===== config.mk =====
export PLATFORM = sky130hd
export DESIGN_NAME = aalu_core
export DESIGN_NICKNAME = d
export VERILOG_FILES = /design/src/logic/aalu_core.v /design/src/logic/aalu_addsub.v
export VERILOG_INCLUDE_DIRS = /design/src /design/src/logic
export SDC_FILE = /design/constraint.sdc
export NUM_CORES = 1
export LEC_CHECK = 0
export BUFFER_PORTS_ARGS = -buffer_cell sky130_fd_sc_hd__buf_4
export CAP_MARGIN = 20
export CORE_MARGIN = 4
export CORE_UTILIZATION = 57
export CTS_CLUSTER_DIAMETER = 40
export CTS_CLUSTER_SIZE = 8
export DETAILED_ROUTE_END_ITERATION = 7
export PLACE_DENSITY_LB_ADDON = 0.2
export SLEW_MARGIN = 10
export SYNTH_ARGS = -nofsm -noshare
export SYNTH_HDL_FRONTEND = slang
export SYNTH_HIERARCHICAL = 1
export SYNTH_SLANG_ARGS = --single-unit

===== constraint.sdc =====
create_clock -name clock -period 7.19 [get_ports clock]
set_input_delay 0.3595 -clock clock [delete_from_list [all_inputs] [get_ports clock]]
set_output_delay 0.3595 -clock clock [all_outputs]
set_load 0.005 [all_outputs]

===== src/logic/aalu_defines.vh =====
// constants for the accumulator arithmetic and logic unit
// Overview of operation
// - add with carry: a plus operand plus carry
// - subtract with carry: a plus inverted operand plus carry (a minus operand minus one plus carry)
// - and immediate; skip next when result zero
// - operand from direct, first or second pointer, or immediate
// - addresses f0 to ff are register memory
// - carry, half carry, irq enable in status word
// - indirect operand address from a pointer register
`ifndef AALU_DEFINES_VH
`define AALU_DEFINES_VH
// operation codes
`define AALU_OP_ADD 3'h0
`define AALU_OP_ADC 3'h1
`define AALU_OP_SUB_CARRY 3'h2
`define AALU_OP_AND 3'h3
`define AALU_OP_AND_SKIP 3'h4
`define AALU_OP_OR 3'h5
`define AALU_OP_XOR 3'h6
`define AALU_OP_NONE 3'h7
// operand source selects
`define AALU_SRC_DIRECT 2'h0
`define AALU_SRC_PTR_B 2'h1
`define AALU_SRC_IMM 2'h2
`define AALU_SRC_PTR_X 2'h3
// status word bit positions
`define AALU_STAT_IRQ_EN_BIT 0
`define AALU_STAT_CARRY_BIT 7
`define AALU_STAT_HALF_CARRY_BIT 6
// register memory window base and the mask that isolates it
`define AALU_REGMEM_BASE 8'hF0
`define AALU_REGMEM_MASK 8'hF0
// status word address, just below the register window
`define AALU_ADDR_STAT 8'hEF
// pointer register addresses inside register memory
`define AALU_ADDR_X 8'hFC
`define AALU_ADDR_SP 8'hFD
`define AALU_ADDR_B 8'hFE
// reset values
`define AALU_ACC_RST 8'h00
`define AALU_STAT_RST 8'h00
`define AALU_PTR_RST 8'h00
`define AALU_DATA_RST 8'h00
`endif


===== src/logic/aalu_core.v =====
// accumulator datapath with operand fetch and status word
`timescale 1ns/1ns
`include "aalu_defines.vh"
module aalu_core (
   input wire clock, // core clock, 20 MHz
   input wire rst_b, // asynchronous reset, active low
   input wire clk_en, // freezes all state while low
   input wire op_valid, // one-cycle pulse starts an operation
   input wire [2:0] op_code, // operation select
   input wire [1:0] src_sel, // operand source select
   input wire [7:0] direct_addr, // direct address field
   input wire [7:0] imm_data, // immediate byte
   input wire [7:0] mem_rdata, // data memory read data, sampled in the same cycle as the read strobe
   input wire ptr_wr, // load a pointer or status from the core
   input wire [7:0] ptr_waddr, // address of that load, in register memory or the status word address
   input wire [7:0] ptr_wdata, // value of that load
   output wire op_ready, // high when idle and able to take an operation
   output reg mem_rd, // data memory read strobe
   output reg [7:0] mem_addr, // data memory address
   output reg [7:0] acc_out, // accumulator
   output reg [7:0] program_status_word, // status word
   output reg skip_next, // pulse: skip following instruction
   output reg done, // pulse: operation finished
   output reg [7:0] ptr_b_out, // first pointer
   output reg [7:0] ptr_x_out, // second pointer
   output reg [7:0] sp_out // stack pointer
);
   localparam ST_IDLE = 2'h0; // waiting for an operation
   localparam ST_FETCH = 2'h1; // memory read in flight
   localparam ST_EXEC = 2'h2; // operand present, compute
   reg [1:0] state_reg; // control state
   reg [1:0] state_next; // next control state
   reg [2:0] op_reg; // latched operation
   reg [7:0] opnd_reg; // latched operand
   reg [7:0] add_b; // adder operand after inversion
   reg add_cin; // adder carry in
   wire [7:0] sum; // adder result
   wire carry_out; // adder carry
   wire half_carry_out; // adder nibble carry
   wire carry_flag; // current carry
   wire [7:0] and_val; // logical and result
   // register memory window test, used only for the pointer loads
   function is_regmem;
      input [7:0] addr;
      begin
         is_regmem = ((addr & `AALU_REGMEM_MASK) == `AALU_REGMEM_BASE);
      end
   endfunction
   assign carry_flag = program_status_word[`AALU_STAT_CARRY_BIT];
   assign and_val = acc_out & opnd_reg;
   assign op_ready = (state_reg == ST_IDLE);
   // adder input shaping: subtract adds the inverse plus carry
   always @*
   begin
      add_b = opnd_reg;
      add_cin = 1'b0;
      case (op_reg)
         `AALU_OP_ADC:
         begin
            add_cin = carry_flag;
         end
         `AALU_OP_SUB_CARRY:
         begin
            add_b = ~opnd_reg;
            add_cin = carry_flag;
         end
         default:
         begin
            add_b = opnd_reg;
         end
      endcase
   end
   aalu_addsub u_addsub (
      .a_in(acc_out),
      .b_in(add_b),
      .cin(add_cin),
      .sum_out(sum),
      .cout(carry_out),
      .hcout(half_carry_out)
   );
   // next state; immediate skips the memory wait
   always @*
   begin
      state_next = state_reg;
      case (state_reg)
         ST_IDLE:
         begin
            if (op_valid && op_code != `AALU_OP_NONE)
            begin
               // and-skip always uses the immediate byte
               if (src_sel == `AALU_SRC_IMM || op_code == `AALU_OP_AND_SKIP)
                  state_next = ST_EXEC;
               else
                  state_next = ST_FETCH;
            end
         end
         ST_FETCH:
         begin
            state_next = ST_EXEC;
         end
         ST_EXEC:
         begin
            state_next = ST_IDLE;
         end
         default:
         begin
            state_next = ST_IDLE;
         end
      endcase
   end
   // state, operand capture, accumulator and flag update
   always @(posedge clock or negedge rst_b)
   begin
      if (!rst_b)
      begin
         state_reg <= ST_IDLE;
         op_reg <= `AALU_OP_NONE;
         opnd_reg <= `AALU_DATA_RST;
         mem_rd <= 1'b0;
         mem_addr <= `AALU_DATA_RST;
         acc_out <= `AALU_ACC_RST;
         program_status_word <= `AALU_STAT_RST;
         skip_next <= 1'b0;
         done <= 1'b0;
         ptr_b_out <= `AALU_PTR_RST;
         ptr_x_out <= `AALU_PTR_RST;
         sp_out <= `AALU_PTR_RST;
      end
      else if (clk_en)
      begin
         state_reg <= state_next;
         mem_rd <= 1'b0;
         skip_next <= 1'b0;
         done <= 1'b0;
         // pointer and stack loads into register memory
         if (ptr_wr && is_regmem(ptr_waddr))
         begin
            case (ptr_waddr)
               `AALU_ADDR_B: ptr_b_out <= ptr_wdata;
               `AALU_ADDR_X: ptr_x_out <= ptr_wdata;
               `AALU_ADDR_SP: sp_out <= ptr_wdata;
               default: ptr_b_out <= ptr_b_out;
            endcase
         end
         case (state_reg)
            ST_IDLE:
            begin
               if (op_valid && op_code != `AALU_OP_NONE)
               begin
                  op_reg <= op_code;
                  opnd_reg <= imm_data;
                  mem_rd <= (state_next == ST_FETCH);
                  case (src_sel)
                     `AALU_SRC_PTR_B: mem_addr <= ptr_b_out;
                     `AALU_SRC_PTR_X: mem_addr <= ptr_x_out;
                     default: mem_addr <= direct_addr;
                  endcase
               end
            end
            ST_FETCH:
            begin
               opnd_reg <= mem_rdata;
            end
            ST_EXEC:
            begin
               done <= 1'b1;
               case (op_reg)
                  `AALU_OP_ADD:
                  begin
                     acc_out <= sum;
                  end
                  `AALU_OP_ADC, `AALU_OP_SUB_CARRY:
                  begin
                     acc_out <= sum;
                     program_status_word[`AALU_STAT_CARRY_BIT] <= carry_out;
                     program_status_word[`AALU_STAT_HALF_CARRY_BIT] <= half_carry_out;
                  end
                  `AALU_OP_AND: acc_out <= and_val;
                  `AALU_OP_OR: acc_out <= acc_out | opnd_reg;
                  `AALU_OP_XOR: acc_out <= acc_out ^ opnd_reg;
                  `AALU_OP_AND_SKIP:
                  begin
                     // accumulator untouched; only the skip decision
                     skip_next <= (and_val == 8'h00);
                  end
                  default: acc_out <= acc_out;
               endcase
            end
            default:
            begin
               mem_rd <= 1'b0;
            end
         endcase
         // status word load from the core, last so it wins
         if (ptr_wr && ptr_waddr == `AALU_ADDR_STAT)
            program_status_word <= ptr_wdata;
      end
   end
endmodule


===== src/logic/aalu_addsub.v =====
// eight bit adder with nibble carry, shared by add and subtract
`timescale 1ns/1ns
module aalu_addsub (
   input wire [7:0] a_in, // accumulator value
   input wire [7:0] b_in, // operand, already inverted for subtract
   input wire cin, // carry in
   output wire [7:0] sum_out, // eight bit result
   output wire cout, // carry out of bit 7
   output wire hcout // carry out of bit 3
);
   wire [4:0] low_sum; // low nibble with its carry
   wire [4:0] high_sum; // high nibble with its carry
   // subtract as add of the inverse: carry set means no borrow
   assign low_sum = {1'b0, a_in[3:0]} + {1'b0, b_in[3:0]} + {4'h0, cin};
   assign high_sum = {1'b0, a_in[7:4]} + {1'b0, b_in[7:4]} + {4'h0, low_sum[4]};
   assign sum_out = {high_sum[3:0], low_sum[3:0]};
   assign cout = high_sum[4];
   assign hcout = low_sum[4];
endmodule


==> out/metrics.yaml <==
setup_path:
  setup.worst_path.class: "reg2reg"
  path_max_fanout: 14
  setup.worst_path.start_class: "flop"
  ff2ff_setup_slack_ps: 3000
  timing.critical_path.to_type: "flop"
  critPathRequiredTime_ps: 7420
  worst-endpoint-arrival_ps: 4430
floorplanning:
  fp.dieW_um: 88.70
  boundaryPins: 102
  die_h_um: 88.70
  floorplan.die_area_um2: 7868
  initial_core_util: 0.5846
  fp.coreArea_um2: 6350
  num_rows: 29
hold_path:
  min_path_type: "in2async"
synth:
  async_flop_share: 1.000
  edff_count_synth: 0
  synth_sequential_area_ratio: 0.4324
  synthesis.instances: 332
  synthesis.area_um2: 3712
  yosysUniqueCellTypes: 44
  ff_latch_count_synth: 64
  synth.net_count: 408
  synth.yosys.warnings: 6
  synth.avg_cell_area_um2: 11.18
  synthFlopType: "dfrtp_1"
layout:
  antenna_cells_inserted: 0
  seqCellArea_um2: 1605
  final_net_count: 508
  multi_input_area_um2: 1933
  fill_cells: 455
  drive_gt1_frac: 0.3890
  postLayoutCoreUtil: 0.7403
  fin_area_um2: 4701
  finish.cell_count_without_fillers: 514
  layout-area-overhead-vs-synth_pct: 26.63
global_route:
  globalRoute.totalOverflow: 0
  grt_first_pass_wirelength_um: 14030
  via_count_of_the_first_global_routing_pass: 2753
  largest_net_degree_at_the_start_of_global_routing: 65
  grt_util_all_layers: 0.2355
  grt_antenna_before_repair: 0
clock_tree:
  cts_max_level: 3
  clock_insertion_delay_worst_skew_ps: 350
  ctsResizeCount: 0
  cts_buffers: 9
  cts_tree: "built"
  cts.clk_slew.worst_paths_ps: 80
  cts.sinks: 64
  clock_tree.buffer_depth: 2
  cts_hold_repair.buffers: 0
  clk_root_buffer_cell: "clkbuf_8"
  cts_setup_buffers: 0
timing:
  tightestPinTransition_ps: 799.2
  final_min_period_over_clock_period: 0.5834
  slew_violations: 0
  setup_tns_ps: 0
  final-hold-violation-count: 0
  finalClockSkew_ps: 9.637
  post-route-worst-setup-slack_ps: 2995
  setup_viols_final: 0
  setup_repair_after_global_routing_missed_its_margin: "no"
  max_freq_mhz: 238.4
  relSlewSlack: 0.4672
  finalWorstPathRequiredPeriod_ps: 4195
detailed_routing:
  route.vias.total: 2855
  highest-signal-layer: "met4"
  drtIter0Drc: 173
  detail_route.vias_per_cell: 5.554
  wl_met2_um: 4138
  totalWireLength_um: 8765
  m1WireLength_um: 3924
  drc: 0
  wl_per_cell_um: 17.05
  first_pass_iters: 5
  met3_length_um: 550
  ant_nets: 0
run_status:
  result_of_the_run: "finished, final reports clean"
pwr:
  power.internal_uw: 923.6
  leakagePower_uw: 0.002406
  p_sw_uw: 575.8
  combPwrFrac: 0.457
  vdd_drop_max_uv: 205.1
  netSwitchingFraction: 0.3840
  clock_power_share: 0.196
  power-per-cell-area_nw_per_um2: 319.0
  relative_contribution_of_sequential_cells_to_total_power: 0.347
place:
  cell_area_reported_after_detailed_placement_um2: 4513
  detailedPlace.worstSlack_ps: 3032
  hpwlAfterDp_um: 6454
  port-buffer-count: 101
  routabilityCongestion: 0.9105
  numPlacedInstances: 498
run:
  cap_viol_max_count: 0
## Yosys cell counts, types with 2 or more instances
library cell  instances  area [µm²]
nor4_1                2       12.51
o221ai_1              5       43.79
fa_1                  4       80.08
a21oi_1              13       65.06
nor2_1               10       37.54
nand3_1               3       15.01
nand3b_1              2       15.01
xnor2_1              12       105.1
clkbuf_1             10       37.54
dfstp_2               3       78.83
dfrtp_1              61        1526
mux2_2               33       371.6
mux2_4                8       120.1
mux2i_1              29       290.3
nand2_1              18       67.56
nand2b_1              4       25.02
nor3b_1               2       15.01
a21o_1                3       22.52
ha_1                 22       275.3
a211oi_1              5       37.54
a31oi_1               2       12.51
nor2b_1               2       12.51
o21ai_0              19       95.09
nor3_1                3       15.01
a311oi_1              2       17.52
o2bb2ai_1             3       26.28
and3_1                3       18.77
inv_1                31       116.4
nor2_2                3       18.77
## area by class of cell
type | instances | area share
Tap cell | 77 | 0.02050
Multi-Input combinational cell | 224 | 0.4112
Clock inverter | 6 | 0.01065
Timing Repair Buffer | 101 | 0.1613
Sequential cell | 64 | 0.3415
Clock buffer | 10 | 0.02928
Inverter | 32 | 0.02555
## layout by cell type (no fill, tap or decap), types with 8 or more instances in the layout
| cell type | instances |
|---|---|
| buf_4 | 101 |
| dfrtp_1 | 61 |
| mux2_2 | 33 |
| inv_1 | 31 |
| mux2i_1 | 29 |
| ha_1 | 22 |
| o21ai_0 | 19 |
| nand2_1 | 18 |
| a21oi_1 | 13 |
| xnor2_1 | 12 |
| nor2_1 | 10 |
| clkbuf_8 | 10 |
| mux2_4 | 8 |
## stage by stage
stage          hold slack [ps]  total power [µW]
5_1_grt                  141.0              1620
3_5_place_dp             476.9              1201
6_report                 84.74              1499
3_3_place_gp             464.1              1171
4_1_cts                  110.1              1507
2_1_floorplan            63.91             979.4
## path summary, 6_finish.rpt
check                             startpoint           to  depth (start not counted)
worst max-delay path               op_reg[1]   acc_out[7]                         16
worst min-delay path                   rst_b  mem_addr[3]                          1
worst max register to register     op_reg[1]   acc_out[7]                         16
worst min register to register   mem_addr[3]  mem_addr[3]                          2
max in group asynchronous              rst_b   acc_out[3]                          1
min in group clock              ptr_wdata[2]    sp_out[2]                          2
## per-layer routing
layer / up-vias / global-route usage
li1: 1371 / -
met1: 1385 / 0.3197
met2: 88 / 0.3677
met3: 11 / 0.04655
met4: 0 / 0.1003
met5: - / 0
## worst max-delay path, cell delays in order, from the launching register on
cell      delay (ps)
dfstp_2          660
nand2b_1         250
nor2_2           490
xnor2_1          110
inv_1             90
fa_1             170
inv_1             70
fa_1             410
a21o_2           230
a21o_1           200
fa_1             390
a21o_1           190
a21oi_1          190
xnor2_1           90
mux2i_1          140
o21ai_0          100
mux2_2           290
## power groups by stage
stage	sequential [µW]	clock, µW	combinational (µW)
after floorplan	499	0	480
after global placement	524	0	647
after detailed placement	528	0	674
after CTS	521	301	685
after global routing	535	316	770
final	521	294	685
## logic make-up after synthesis
group / Yosys count / synth area share
xor+xnor: 13 / 0.03067
mux: 70 / 0.2107
compound gates: 55 / 0.09336
fa+ha+maj: 26 / 0.09572
simple gates: 60 / 0.09032
flops: 64 / 0.4324
buf+inv: 44 / 0.04685
(Power assumes the default switching activity.)
